<file path="src/sfp_pkg.sv">
// Package for the serial flash protect and reset control block
package sfp_pkg;
    // Serial framing
    localparam int OPCODE_BITS = 8;
    localparam int ADDR_BITS = 24;
    localparam int FRAME_BITS = OPCODE_BITS + ADDR_BITS;
    // Array geometry defaults
    localparam int SECTOR_COUNT = 8;
    localparam int PAGE_ADDR_BITS = 11;
    localparam int PAGE_ADDR_LSB = 8;
    localparam int BLOCK_PAGE_BITS = 3;
    localparam int SECTOR_PAGE_BITS = 8;
    // Power-on reset stretch in clock cycles
    localparam int POR_CYCLES = 16;
    localparam logic [4:0] POR_COUNT_RESET = 5'h00;
    localparam logic [7:0] PROT_MAP_RESET = 8'h00;
    localparam logic PROT_EN_RESET = 1'b0;

    typedef enum logic [3:0] {
        SFP_OP_NONE = 4'h0,
        SFP_OP_PROGRAM = 4'h1,
        SFP_OP_ERASE_PAGE = 4'h2,
        SFP_OP_ERASE_BLOCK = 4'h3,
        SFP_OP_ERASE_SECTOR = 4'h4,
        SFP_OP_ERASE_CHIP = 4'h5,
        SFP_OP_PROT_ENABLE = 4'h6,
        SFP_OP_PROT_DISABLE = 4'h7,
        SFP_OP_MAP_WRITE = 4'h8,
        SFP_OP_LOCK = 4'h9,
        SFP_OP_READ = 4'ha
    } sfp_op_t;

    // Decoded command handed to the array engine
    typedef struct packed {
        logic valid;
        sfp_op_t op;
        logic [10:0] page;
        logic [2:0] sector;
    } sfp_cmd_t;

    // Opcode table input from the command decoder
    typedef struct packed {
        sfp_op_t op;
        logic known;
    } sfp_decode_t;

    typedef enum logic [1:0] {
        SFP_ST_IDLE = 2'b00,
        SFP_ST_SHIFT = 2'b01,
        SFP_ST_DISCARD = 2'b10,
        SFP_ST_OUT = 2'b11
    } sfp_state_t;
endpackage

</file>
<file path="src/sfp_ctrl.sv">
// Serial flash command front end with write protect and reset control
//
// Behaviour
// - Serial out changes on falling shift clock
// - Pin protect blocks mapped sectors always
// - Sector protected by pin or command
// - Map writes refused while pin low
// - Blocked program or erase is discarded
// - Discarded command idles at deselect
// - Enable and lock accepted while pin low
// - Floating protect pin reads deasserted
// - Reset low aborts, state to idle
// - Held in reset while pin low
// - Resume when reset pin high
// - Internal power-on reset generated
// - Array addressed as sector, block, page
// - Program touches exactly one page
// - Erase chip, sector, block or page
// - Select edges frame each command
// - Input sampled on rising shift clock
// - Opcode then address, MSB first
`timescale 1ns/1ps
module sfp_ctrl #(
    parameter int SECTORS = sfp_pkg::SECTOR_COUNT,
    parameter int POR_LEN = sfp_pkg::POR_CYCLES
) (
    input wire logic clk,
    input wire logic arst_n,
    input wire logic reset_pin_n,
    input wire logic device_select_n,
    input wire logic shift_clock,
    input wire logic serial_in_line,
    input wire logic write_protect_n,
    input wire logic write_protect_driven,
    input wire logic [7:0] opcode_op,
    input wire logic opcode_known,
    input wire logic read_bit,
    input wire logic [SECTORS-1:0] map_write_data,
    output logic [7:0] opcode_seen,
    output sfp_pkg::sfp_cmd_t array_cmd,
    output logic [SECTORS-1:0] protected_sector_map,
    output logic protection_enabled,
    output logic permanent_lock,
    output logic command_discarded,
    output logic serial_out_line,
    output logic serial_out_en
);

    ////////////////////////////////////////////////////////////////////
    // Reset: power-on stretch combined with the reset pin
    logic [4:0] por_count;
    logic [4:0] next_por_count;
    logic por_done;
    logic run;
    always_comb begin
        next_por_count = por_count;
        if (!por_done) begin
            next_por_count = por_count + 5'h01;
        end
    end
    always_ff @(posedge clk or negedge arst_n) begin
        if (!arst_n) begin
            por_count <= sfp_pkg::POR_COUNT_RESET;
        end else begin
            por_count <= next_por_count;
        end
    end
    assign por_done = (32'(por_count) >= POR_LEN);
    assign run = por_done && reset_pin_n;

    ////////////////////////////////////////////////////////////////////
    // Edge detection of pins
    logic sck_q;
    logic cs_q;
    logic sck_rise;
    logic sck_fall;
    logic cs_fall;
    logic cs_rise;
    always_ff @(posedge clk or negedge arst_n) begin
        if (!arst_n) begin
            sck_q <= 1'b0;
            cs_q <= 1'b1;
        end else begin
            sck_q <= shift_clock;
            cs_q <= device_select_n;
        end
    end
    assign sck_rise = shift_clock && !sck_q;
    assign sck_fall = !shift_clock && sck_q;
    assign cs_fall = !device_select_n && cs_q;
    assign cs_rise = device_select_n && !cs_q;

    logic wp_active;
    assign wp_active = write_protect_driven && !write_protect_n;

    ////////////////////////////////////////////////////////////////////
    // Command shifter and state machine
    sfp_pkg::sfp_state_t state;
    sfp_pkg::sfp_state_t next_state;
    logic [sfp_pkg::FRAME_BITS-1:0] shreg;
    logic [sfp_pkg::FRAME_BITS-1:0] next_shreg;
    logic [5:0] bit_count;
    logic [5:0] next_bit_count;
    sfp_pkg::sfp_cmd_t next_array_cmd;
    logic [SECTORS-1:0] next_map;
    logic next_prot_en;
    logic next_lock;
    logic next_discarded;
    logic next_so;
    logic next_so_en;
    sfp_pkg::sfp_op_t dec_op;
    logic [10:0] dec_page;
    logic [2:0] dec_sector;
    logic sector_hit;
    logic blocked;

    assign opcode_seen = shreg[sfp_pkg::OPCODE_BITS-1:0];
    assign dec_op = sfp_pkg::sfp_op_t'(opcode_op[3:0]);
    // Page address and sector derived
    assign dec_page = shreg[sfp_pkg::PAGE_ADDR_LSB +: sfp_pkg::PAGE_ADDR_BITS];
    assign dec_sector = dec_page[10:8];
    assign sector_hit = protected_sector_map[dec_sector] && (wp_active || protection_enabled);

    always_comb begin
        blocked = 1'b0;
        unique case (dec_op)
            sfp_pkg::SFP_OP_PROGRAM, sfp_pkg::SFP_OP_ERASE_PAGE,
            sfp_pkg::SFP_OP_ERASE_BLOCK, sfp_pkg::SFP_OP_ERASE_SECTOR: begin
                blocked = sector_hit || permanent_lock;
            end
            sfp_pkg::SFP_OP_ERASE_CHIP: begin
                blocked = ((|protected_sector_map) && (wp_active || protection_enabled))
                    || permanent_lock;
            end
            sfp_pkg::SFP_OP_MAP_WRITE, sfp_pkg::SFP_OP_PROT_DISABLE: begin
                blocked = wp_active || permanent_lock;
            end
            default: begin
                blocked = 1'b0;
            end
        endcase
    end

    always_comb begin
        next_state = state;
        next_shreg = shreg;
        next_bit_count = bit_count;
        next_array_cmd = '0;
        next_map = protected_sector_map;
        next_prot_en = protection_enabled;
        next_lock = permanent_lock;
        next_discarded = 1'b0;
        next_so = serial_out_line;
        next_so_en = serial_out_en;
        unique case (state)
            // Only a fresh select fall starts
            sfp_pkg::SFP_ST_IDLE: begin
                next_so_en = 1'b0;
                if (cs_fall) begin
                    next_state = sfp_pkg::SFP_ST_SHIFT;
                    next_bit_count = 6'h00;
                    next_shreg = '0;
                end
            end
            sfp_pkg::SFP_ST_SHIFT: begin
                if (cs_rise) begin
                    next_state = sfp_pkg::SFP_ST_IDLE;
                end else if (sck_rise) begin
                    next_shreg = {shreg[sfp_pkg::FRAME_BITS-2:0], serial_in_line};
                    next_bit_count = bit_count + 6'h01;
                end else if (32'(bit_count) == sfp_pkg::FRAME_BITS) begin
                    if (!opcode_known) begin
                        next_state = sfp_pkg::SFP_ST_DISCARD;
                    end else if (blocked) begin
                        next_discarded = 1'b1;
                        next_state = sfp_pkg::SFP_ST_DISCARD;
                    end else begin
                        next_state = sfp_pkg::SFP_ST_DISCARD;
                        unique case (dec_op)
                            sfp_pkg::SFP_OP_PROT_ENABLE: next_prot_en = 1'b1;
                            sfp_pkg::SFP_OP_PROT_DISABLE: next_prot_en = 1'b0;
                            sfp_pkg::SFP_OP_MAP_WRITE: next_map = map_write_data;
                            sfp_pkg::SFP_OP_LOCK: next_lock = 1'b1;
                            sfp_pkg::SFP_OP_READ: next_state = sfp_pkg::SFP_ST_OUT;
                            default: begin
                                next_array_cmd.valid = (dec_op != sfp_pkg::SFP_OP_NONE);
                                next_array_cmd.op = dec_op;
                                next_array_cmd.page = dec_page;
                                next_array_cmd.sector = dec_sector;
                            end
                        endcase
                    end
                end
            end
            sfp_pkg::SFP_ST_DISCARD: begin
                if (cs_rise) begin
                    next_state = sfp_pkg::SFP_ST_IDLE;
                end
            end
            sfp_pkg::SFP_ST_OUT: begin
                if (cs_rise) begin
                    next_state = sfp_pkg::SFP_ST_IDLE;
                    next_so_en = 1'b0;
                end else if (sck_fall) begin
                    next_so = read_bit;
                    next_so_en = 1'b1;
                end
            end
        endcase
    end

    // Abort to idle on reset pin
    always_ff @(posedge clk or negedge arst_n) begin
        if (!arst_n) begin
            state <= sfp_pkg::SFP_ST_IDLE;
            shreg <= '0;
            bit_count <= 6'h00;
            array_cmd <= '0;
            protected_sector_map <= SECTORS'(sfp_pkg::PROT_MAP_RESET);
            protection_enabled <= sfp_pkg::PROT_EN_RESET;
            permanent_lock <= 1'b0;
            command_discarded <= 1'b0;
            serial_out_line <= 1'b0;
            serial_out_en <= 1'b0;
        end else if (!run) begin
            state <= sfp_pkg::SFP_ST_IDLE;
            bit_count <= 6'h00;
            array_cmd <= '0;
            command_discarded <= 1'b0;
            serial_out_en <= 1'b0;
        end else begin
            state <= next_state;
            shreg <= next_shreg;
            bit_count <= next_bit_count;
            array_cmd <= next_array_cmd;
            protected_sector_map <= next_map;
            protection_enabled <= next_prot_en;
            permanent_lock <= next_lock;
            command_discarded <= next_discarded;
            serial_out_line <= next_so;
            serial_out_en <= next_so_en;
        end
    end

endmodule // sfp_ctrl

</file>
<file path="config.mk">
export PLATFORM = sky130hd
export DESIGN_NAME = sfp_ctrl
export DESIGN_NICKNAME = d
export VERILOG_FILES = /design/src/sfp_pkg.sv /design/src/sfp_ctrl.sv
export SDC_FILE = /design/constraint.sdc
export NUM_CORES = 1
export LEC_CHECK = 0
export ABC_AREA = 1
export BUFFER_PORTS_ARGS = -buffer_cell sky130_fd_sc_hd__buf_2
export CAP_MARGIN = 20
export CORE_UTILIZATION = 54
export CTS_CLUSTER_DIAMETER = 200
export DETAILED_ROUTE_END_ITERATION = 8
export GPL_TIMING_DRIVEN = 1
export PLACE_DENSITY = 0.86
export SYNTH_ARGS = -nofsm -noshare
export SYNTH_HDL_FRONTEND = slang
export SYNTH_SLANG_ARGS = --single-unit
</file>
<file path="constraint.sdc">
create_clock -name clk -period 1.88 [get_ports clk]
set_input_delay 0.188 -clock clk [delete_from_list [all_inputs] [get_ports clk]]
set_output_delay 0.188 -clock clk [all_outputs]
set_load 0.05 [all_outputs]
</file>
==> results of run 1 <==
==> kinds of logic after synthesis <==
family,Yosys count,share of synthesized area [%]
AO/OA/AOI/OAI,40,8.811
buffers and inverters,67,10.56
XOR/XNOR,5,1.497
flip-flops,63,53.94
multiplexers,1,0.3849
adder cells (fa/ha/maj),4,1.711
AND/OR/NAND/NOR,130,23.10
==> repair_timing <==
| action | 4_1_cts | 5_1_grt |
|---|---|---|
| hold endpoints to repair | 23 | 0 |
| hold buffers | 3 | 0 |
| setup endpoints to repair | 0 | 24 |
| buffers inserted | 0 | 1 |
| gates resized for setup | 0 | 7 |
==> cell type report <==
class                           count  area share, %
Sequential cell                    63          44.30
Clock buffer                       10          3.861
Tap cell                           70          2.457
Clock inverter                      6          1.931
Timing Repair Buffer               74          12.21
Multi-Input combinational cell    180          29.87
Inverter                           51          5.370
==> through the flow <==
| step | cell area, um2 | setup slack, ns | instances |
|---|---|---|---|
| final | 3565 | 0.04593 | 454 |
| after global routing | 3565 | -0.06494 | 454 |
| after CTS | 3517 | 0.05337 | 453 |
| after detailed placement | 3281 | 0.07210 | 434 |
| after global placement | 3281 | 0.1106 | 434 |
| after floorplan | 2925 | 0.1080 | 310 |
==> flip-flops by register name, indices dropped and copies added, names as in the netlist, 2 cells and up <==
register and cells:
array_cmd 16, por_count 5, bit_count 6, shreg 19, state 2, protected_sector_map 8
==> critical path, stage by stage, from the launching register on <==
cell and delay, ns:
dfrtp_1 0.44, nor3_2 0.24, nand3_2 0.17, nor2_2 0.16, nand2_1 0.12, nor4_2 0.17, buf_4 0.18, nand2_8 0.13
nor2_2 0.13
==> per-layer routing <==
metal / GRT usage (%) / wire [um] / vias up
met5: 0 / 0 / -
met2: 36.41 / 2983 / 108
met3: 6.614 / 380 / 16
met1: 31.26 / 2694 / 1127
met4: 10.08 / 123 / 0
li1: - / - / 1146
==> worst max path at each step <==
| stage | from | end | slack [ns] | depth (start not counted) |
|---|---|---|---|---|
| after floorplan | protected_sector_map[6] | array_cmd[17] | 0.11 | 12 |
| after global placement | bit_count[2] | array_cmd[18] | 0.11 | 8 |
| after detailed placement | bit_count[2] | array_cmd[18] | 0.07 | 8 |
| after CTS | bit_count[2] | array_cmd[18] | 0.05 | 8 |
| after global routing | bit_count[2] | array_cmd[18] | -0.06 | 8 |
| final | bit_count[2] | array_cmd[14] | 0.05 | 8 |
==> layout by cell type, fill, tap and decap left out, drive strengths merged, types with 4 or more instances in the layout <==
cell type	Yosys	final
buf	12	71
dfrtp	62	62
nand2	57	57
inv	51	52
nor2	33	33
o22ai	21	21
nand3	18	18
nand4	14	14
clkbuf	4	10
o21ai	8	8
a21oi	5	5
ha	4	4
nor4	4	4
==> power by group through the flow <==
stage / sequential (mW) / clock (mW) / combinational [mW]
floorplan: 1.64 / 0 / 0.670
global placement: 1.61 / 0 / 0.839
detailed placement: 1.61 / 0 / 0.862
CTS: 1.59 / 1.24 / 0.871
global route: 1.61 / 1.29 / 0.970
finish: 1.60 / 1.21 / 0.888
==> results by group, run 1 <==
Detailed routing
  • Vias/cell: roughly 5.3
  • Drt first pass iters: 7
  • DR iter-0 viols: 156
  • Antenna viol nets, final: 0
  • WL/cell: 13.62 um
  • Final Routed Wirelength: 6182 um
  • Via count: 2397
  • Final routed DRC violation total: 0

Worst setup path
  • Critical path arrival: 2.11 ns
  • Classification of the worst setup path: flip-flop to flip-flop
  • FF-to-FF End: array_cmd[14]
  • Worst R2R Start: bit_count[2]
  • CP max FO: 16
  • Crit start category: flip-flop
  • Cells on worst reg2reg path: 8
  • Crit path required time: approximately 2.2 ns
  • CP endpoint kind: flip-flop
  • Internal reg-to-reg setup slack: between 0.04 and 0.05 ns

Die
  • Placeable Area: slightly above 0.005 mm2
  • Die Span Y: 75.60 um
  • Initial Util: 56.56%
  • Die area: 0.005715 mm2
  • IO Pins: 66
  • Cell Rows: 26
  • Die boundary width: 75.60 um

GRT
  • GR Util All Layers: 23.54%
  • Vias in the first global route: 2186
  • First-pass GRT wire length: approximately 9900 um
  • Largest net degree at the start of global routing: 42
  • Antenna violations before repair: 0
  • Gr ovfl total: 0

CTS
  • Root Buffer: clkbuf_8
  • Clock tree buffer depth: 2
  • Clock slew at reported path FFs: 0.07 ns
  • Clock Sink Count: 63
  • H-tree depth: 3
  • CTS tree: done
  • CTS buffer count: 9
  • Clock Latency Late Sink: 0.35 ns

Placement
  • GP Congestion: 0.9883
  • IO Port Bufs: 61
  • HPWL Detailed: roughly 4200 um

Worst hold path
  • Hold path depth: 2
  • Hold path start: read_bit
  • Hold Crit Class: input pin to flip-flop
  • Worst Hold End: serial_out_line

Logic synthesis
  • Synth Instances: 310
  • Netlist cell types: 35
  • Synth async-reset ratio: 100.0%
  • Synthesis Warnings: 0
  • Most numerous cell in the Yosys netlist: dfrtp_1
  • Post-synth EDFFs: 0
  • Mapped Avg Cell Area: 9.436 um2
  • Mapped cell area: 0.002925 mm2
  • Top cells by area, synth: dfrtp_1 (53%), nand2_1 (6.8%), inv_1 (6.3%), o22ai_1 (4.5%), buf_4 (2.8%)
  • Area leader, netlist: dfrtp_1
  • Top cells by count, synth: dfrtp_1 (62), nand2_1 (53), inv_1 (49)
  • Synth top area share: between 50% and 60%
  • Sequential area share after synthesis: 53.93%
  • Yosys reg bits: 63
  • Top_reg_cell synth: dfrtp_1
  • Synth Net Count: between 300 and 400

Pwr
  • Clock power share: between 30% and 40%
  • Sequential power share: 43.2%
  • P_sw: 1.282 mW
  • Max rail drop VDD: 0.8578 mV
  • Pint: 2.409 mW
  • Final Power: 3.691 mW
  • Sw frac: 34.73%
  • Comb power frac: 24.1%
  • Static Leak: 1.836 nW
  • Pwr dens: 1035 mW/mm2

Timing
  • Hold slack: 0.07441 ns
  • Final Skew: 0.008582 ns
  • Final-report setup violation count: 0
  • Slew margin rel.: 64.71%
  • Final worst path period need: 1.834 ns
  • Final TNS setup: 0 ns
  • Pins Over Slew Limit: 0
  • Final hold vios: 0
  • Peak Freq: 545.2 MHz
  • Worst Tran Pin Value: between 0.5 and 0.6 ns
  • Period Utilization, post-route: 97.56%

Layout
  • Utilization after layout: 68.92%
  • Multi-input logic area: 0.001065 mm2
  • Layout area overhead: 21.86%
  • Share of layout cells above drive strength 1: 30.99%
  • Seq. cell area: 0.001579 mm2
  • Final net count: 409
  • Fillers: 379
  • Antenna cell count: 0

Run status
  • Status: finished clean

Run
  • MaxCap Viol Count: 0
Note: power is estimated with default switching activity, not from simulation.
==> run 2, diff against run 1 <==
--- a/config.mk
+++ b/config.mk
@@ -14,3 +14,3 @@
 export GPL_TIMING_DRIVEN = 1
-export PLACE_DENSITY = 0.86
+export PLACE_DENSITY_LB_ADDON = 0.12
 export SYNTH_ARGS = -nofsm -noshare
==> constraint.sdc (replaced) <==
create_clock -name clk -period 1.88 [get_ports clk]
set_input_delay 0.094 -clock clk [delete_from_list [all_inputs] [get_ports clk]]
set_output_delay 0.094 -clock clk [all_outputs]
set_load 0.05 [all_outputs]
==> results by group, run 2 (synthesis results as in run 1) <==
Die
  • Die Span Y: between 70 and 80 um
  • Die area: 0.005715 mm2
  • Die boundary width: between 70 and 80 um
  • Cell Rows: 26
  • Initial Util: 56.56%
  • Placeable Area: just over 0.005 mm2
  • IO Pins: 66

Worst setup path
  • Critical path arrival: 1.95 ns
  • Cells on worst reg2reg path: 7
  • Classification of the worst setup path: flip-flop to flip-flop
  • CP endpoint kind: flip-flop
  • FF-to-FF End: protected_sector_map[1]
  • CP max FO: 8
  • Crit path required time: 2.10 ns
  • Internal reg-to-reg setup slack: around 0.15 ns
  • Worst R2R Start: por_count[4]
  • Crit start category: flip-flop

Detailed routing
  • DR iter-0 viols: ~120
  • Vias/cell: 5.046
  • Final Routed Wirelength: 5903 um
  • Drt first pass iters: 4
  • Via count: 2311
  • Antenna viol nets, final: 0
  • Final routed DRC violation total: 0
  • WL/cell: 12.89 um

GRT
  • Largest net degree at the start of global routing: 24
  • Gr ovfl total: 0
  • Antenna violations before repair: 0
  • First-pass GRT wire length: 9804 um
  • Vias in the first global route: roughly 2100
  • GR Util All Layers: 23.52%

Timing
  • Period Utilization, post-route: a little over 90%
  • Peak Freq: 577.2 MHz
  • RSZ-0062 raised after global routing: false
  • Final hold vios: 0
  • Pins Over Slew Limit: 0
  • Slew margin rel.: approximately 69%
  • Final TNS setup: 0 ns
  • Worst Tran Pin Value: 0.4639 ns
  • Final-report setup violation count: 0
  • Final Skew: 0.007043 ns
  • Final worst path period need: 1.732 ns
  • Hold slack: approximately 0.00042 ns

Worst hold path
  • Worst Hold End: protected_sector_map[7]
  • Hold Crit Class: input pin to flip-flop
  • Hold path depth: 3
  • Hold path start: map_write_data[7]

Layout
  • Share of layout cells above drive strength 1: 29.64%
  • Final net count: 413
  • Fillers: between 400 and 500
  • Biggest regs: shreg (19), array_cmd (16), protected_sector_map (8)
  • Utilization after layout: 68.65%
  • Layout area overhead: 21.39%
  • Max reg flops: 19
  • Commonest non-fill, non-tap cells in the layout: dfrtp_1 (61), buf_2 (61), nand2_1 (53)
  • Antenna cell count: 0
  • Largest Register: shreg
  • Final Non-Filler Cells: 458

Placement
  • IO Port Bufs: between 60 and 70
  • GP Congestion: 0.8018
  • HPWL Detailed: around 4200 um
  • # placed instances: between 400 and 500

Pwr
  • Final Power: approximately 3.6 mW
  • Pwr dens: 1011 mW/mm2
  • Max rail drop VDD: 0.5760 mV
  • Static Leak: 1.839 nW

CTS
  • H-tree depth: 3
  • CTS buffer count: 9
  • Clock Latency Late Sink: 0.34 ns
  • Clock slew at reported path FFs: 0.07 ns
  • CTS tree: done
  • Root Buffer: clkbuf_8
  • Clock Sink Count: 63
  • Post-CTS setup repair buffer count: 0
  • Clock tree buffer depth: 2

Run status
  • Status: finished clean

Run
  • MaxCap Viol Count: 0
-- run 2: metal layers --
layer | up-vias | wire, um | share of wire, % | track usage (%)
met2 | 58 | 2718 | 46 | 34.03
met3 | 10 | 214 | 3.6 | 5.291
li1 | 1154 | - | - | -
met4 | 0 | 108 | 1.8 | 10.91
met1 | 1089 | 2862 | 48 | 33.83
met5 | - | 0 | 0 | 0
-- run 2: through the flow --
stage | worst slack [ns] | area [um2]
after floorplan | 0.1080 | 2925
after global placement | 0.1667 | 3276
after detailed placement | 0.1623 | 3276
after CTS | 0.1255 | 3535
after global routing | 0.008599 | 3551
final | 0.1476 | 3551
-- run 2: timing repair --
item / 4_1_cts / 5_1_grt
endpoints found under the hold margin: 24 / 0
endpoints found under the setup margin: 0 / 12
gates resized for setup: 0 / 5
hold buffers: 7 / 0
-- run 2: layout make-up --
type	count	area [um2]	area share, %
well taps	70	87.58	2.467
multi-input cells	180	1050	29.56
clock buffers	10	127.6	3.594
repair buffers	78	454.2	12.79
inverters	51	191.4	5.391
flip-flops and latches	63	1579	44.47
clock inverters	6	61.31	1.727
-- run 2: report_power, final --
part,internal (mW),switching (mW)
registers,1.51,0.0844
clock network,0.607,0.513
logic,0.242,0.634
total,2.36,1.23
-- run 2: worst max-delay path, stage by stage, from the launching register on --
cell and delay (ns):
dfrtp_1 0.39, nand2_1 0.15, inv_1 0.21, nand2_2 0.13, nor4_4 0.29, nand4_2 0.25
nand2_1 0.13, nand2_1 0.08
-- run 2: worst max path at each step --
stage / start / endpoint / slack [ns] / cells after the start
detailed placement: bit_count[2] / array_cmd[18] / 0.16 / 8
global placement: bit_count[2] / array_cmd[18] / 0.17 / 8
CTS: bit_count[2] / array_cmd[18] / 0.13 / 8
finish: por_count[4] / protected_sector_map[1] / 0.15 / 7
floorplan: protected_sector_map[6] / array_cmd[17] / 0.11 / 12
global route: por_count[4] / protected_sector_map[1] / 0.009 / 7
==> run 3, diff against run 2 <==
- MAX_ROUTING_LAYER: unset -> met4
==> results by group, run 3 (synthesis results as in run 1) <==
Worst hold path
  • Hold path depth: 3
  • Hold Crit Class: input pin to flip-flop
  • Worst Hold End: protected_sector_map[7]
  • Hold path start: map_write_data[7]

Timing
  • Final TNS setup: 0 ns
  • Pins Over Slew Limit: 0
  • RSZ-0062 raised after global routing: false
  • Final-report setup violation count: 0
  • Final hold vios: 0
  • Slew margin rel.: 68.96%
  • Peak Freq: approximately 580 MHz
  • Worst Tran Pin Value: 0.4655 ns
  • Hold slack: around 0.0028 ns
  • Period Utilization, post-route: 91.86%
  • Final Skew: between 0.006 and 0.007 ns
  • Final worst path period need: 1.727 ns

CTS
  • CTS buffer count: 9
  • Clock tree buffer depth: 2
  • Clock Sink Count: 63
  • Root Buffer: clkbuf_8
  • H-tree depth: 3
  • CTS tree: done
  • Clock slew at reported path FFs: 0.07 ns
  • Post-CTS setup repair buffer count: 0
  • Clock Latency Late Sink: ~0.34 ns

Worst setup path
  • Critical path arrival: 1.95 ns
  • Crit path required time: approximately 2.1 ns
  • CP max FO: 8
  • FF-to-FF End: protected_sector_map[1]
  • Worst path max stage delay: approximately 0.39 ns
  • Crit start category: flip-flop
  • Crit path depth: 7
  • Internal reg-to-reg setup slack: 0.15 ns
  • WP buf/inv: 1
  • CP endpoint kind: flip-flop
  • Cells on worst reg2reg path: 7
  • CP dominant cell by count: nand2_1
  • Worst setup startpoint: por_count[4]
  • Crit-path leading delay family: simple AND/OR/NAND/NOR gates
  • Classification of the worst setup path: flip-flop to flip-flop
  • Worst R2R Start: por_count[4]
  • Crit-path slowest cell: dfrtp_1
  • Cell Chain, Critical Path: nand2_1 > inv_1 > nand2_2 > nor4_4 > nand4_2 > nand2_1 > nand2_1

Die
  • Initial Util: 56.56%
  • Die area: around 0.0057 mm2
  • IO Pins: between 60 and 70
  • Cell Rows: 26
  • Die boundary width: 75.60 um
  • Placeable Area: 0.005172 mm2
  • Die Span Y: 75.60 um

Detailed routing
  • WL/cell: 12.87 um
  • Via count: 2303
  • Antenna viol nets, final: 0
  • DR iter-0 viols: about 120
  • Vias/cell: roughly 5.0
  • Final routed DRC violation total: 0
  • Final Routed Wirelength: 5896 um
  • Drt first pass iters: 4

Layout
  • Share of layout cells above drive strength 1: between 20% and 30%
  • Largest Register: shreg
  • Final net count: 413
  • Antenna cell count: 0
  • Fillers: 401
  • Biggest regs: shreg (19), array_cmd (16), protected_sector_map (8)
  • Layout area overhead: 21.39%
  • Utilization after layout: 68.65%
  • Commonest non-fill, non-tap cells in the layout: dfrtp_1 (61), buf_2 (61), nand2_1 (53)
  • Max reg flops: 19

Pwr
  • Final Power: about 3.6 mW
  • Max rail drop VDD: approximately 0.58 mV
  • Static Leak: approximately 1.8 nW
  • Pwr dens: 1010 mW/mm2

Placement
  • GP Congestion: 0.8133
  • IO Port Bufs: 61
  • HPWL Detailed: between 4000 and 5000 um

GRT
  • Antenna violations before repair: 0
  • GR Util All Layers: between 20% and 30%
  • Gr ovfl total: 0
  • Vias in the first global route: 2092
  • First-pass GRT wire length: 9784 um
  • Largest net degree at the start of global routing: 24

Run
  • MaxCap Viol Count: 0

Run status
  • Status: finished clean
run 3: area by class of cell:
cell class | count | area, um2 | area share, %
Clock buffer | 10 | 127.6 | 3.594
Clock inverter | 6 | 61.31 | 1.727
Inverter | 51 | 191.4 | 5.391
Multi-Input combinational cell | 180 | 1050 | 29.56
Sequential cell | 63 | 1579 | 44.47
Tap cell | 70 | 87.58 | 2.467
Timing Repair Buffer | 78 | 454.2 | 12.79
run 3: power breakdown:
part | leakage, nW | internal [mW] | switching, mW
clock | 0.0960 | 0.607 | 0.510
sequential | 0.855 | 1.51 | 0.0841
combinational | 0.887 | 0.242 | 0.633
total | 1.84 | 2.36 | 1.23
run 3: layer usage:
layer	share of wire, %	vias to the layer above	GRT usage [%]
li1	-	1152	-
met1	48	1083	33.65
met2	47	56	34.13
met3	3.5	12	4.497
met4	1.8	0	11.52
met5	0	-	-
run 3: what timing repair did:
| action | CTS | global route |
|---|---|---|
| setup endpoints to repair | 0 | 12 |
| gates resized for setup | 0 | 5 |
| hold buffers | 7 | 0 |
| endpoints found under the hold margin | 24 | 0 |
run 3: worst max path at each step:
stage	endpoint
2_1_floorplan	array_cmd[17]
3_3_place_gp	array_cmd[18]
3_5_place_dp	array_cmd[18]
4_1_cts	array_cmd[18]
5_1_grt	protected_sector_map[1]
6_report	protected_sector_map[1]
run 3: per-stage QoR:
| step | instance area (um2) | instances | worst slack, ns |
|---|---|---|---|
| final | 3551 | 458 | 0.1530 |
| after global routing | 3551 | 458 | 0.008605 |
| after CTS | 3535 | 458 | 0.1255 |
| after detailed placement | 3276 | 435 | 0.1623 |
| after global placement | 3276 | 435 | 0.1667 |
| after floorplan | 2925 | 310 | 0.1080 |
run 3: worst reg2reg max path: stages (launching register included):
cell,delay (ns)
dfrtp_1,0.39
nand2_1,0.15
inv_1,0.21
nand2_2,0.13
nor4_4,0.29
nand4_2,0.25
nand2_1,0.13
nand2_1,0.08
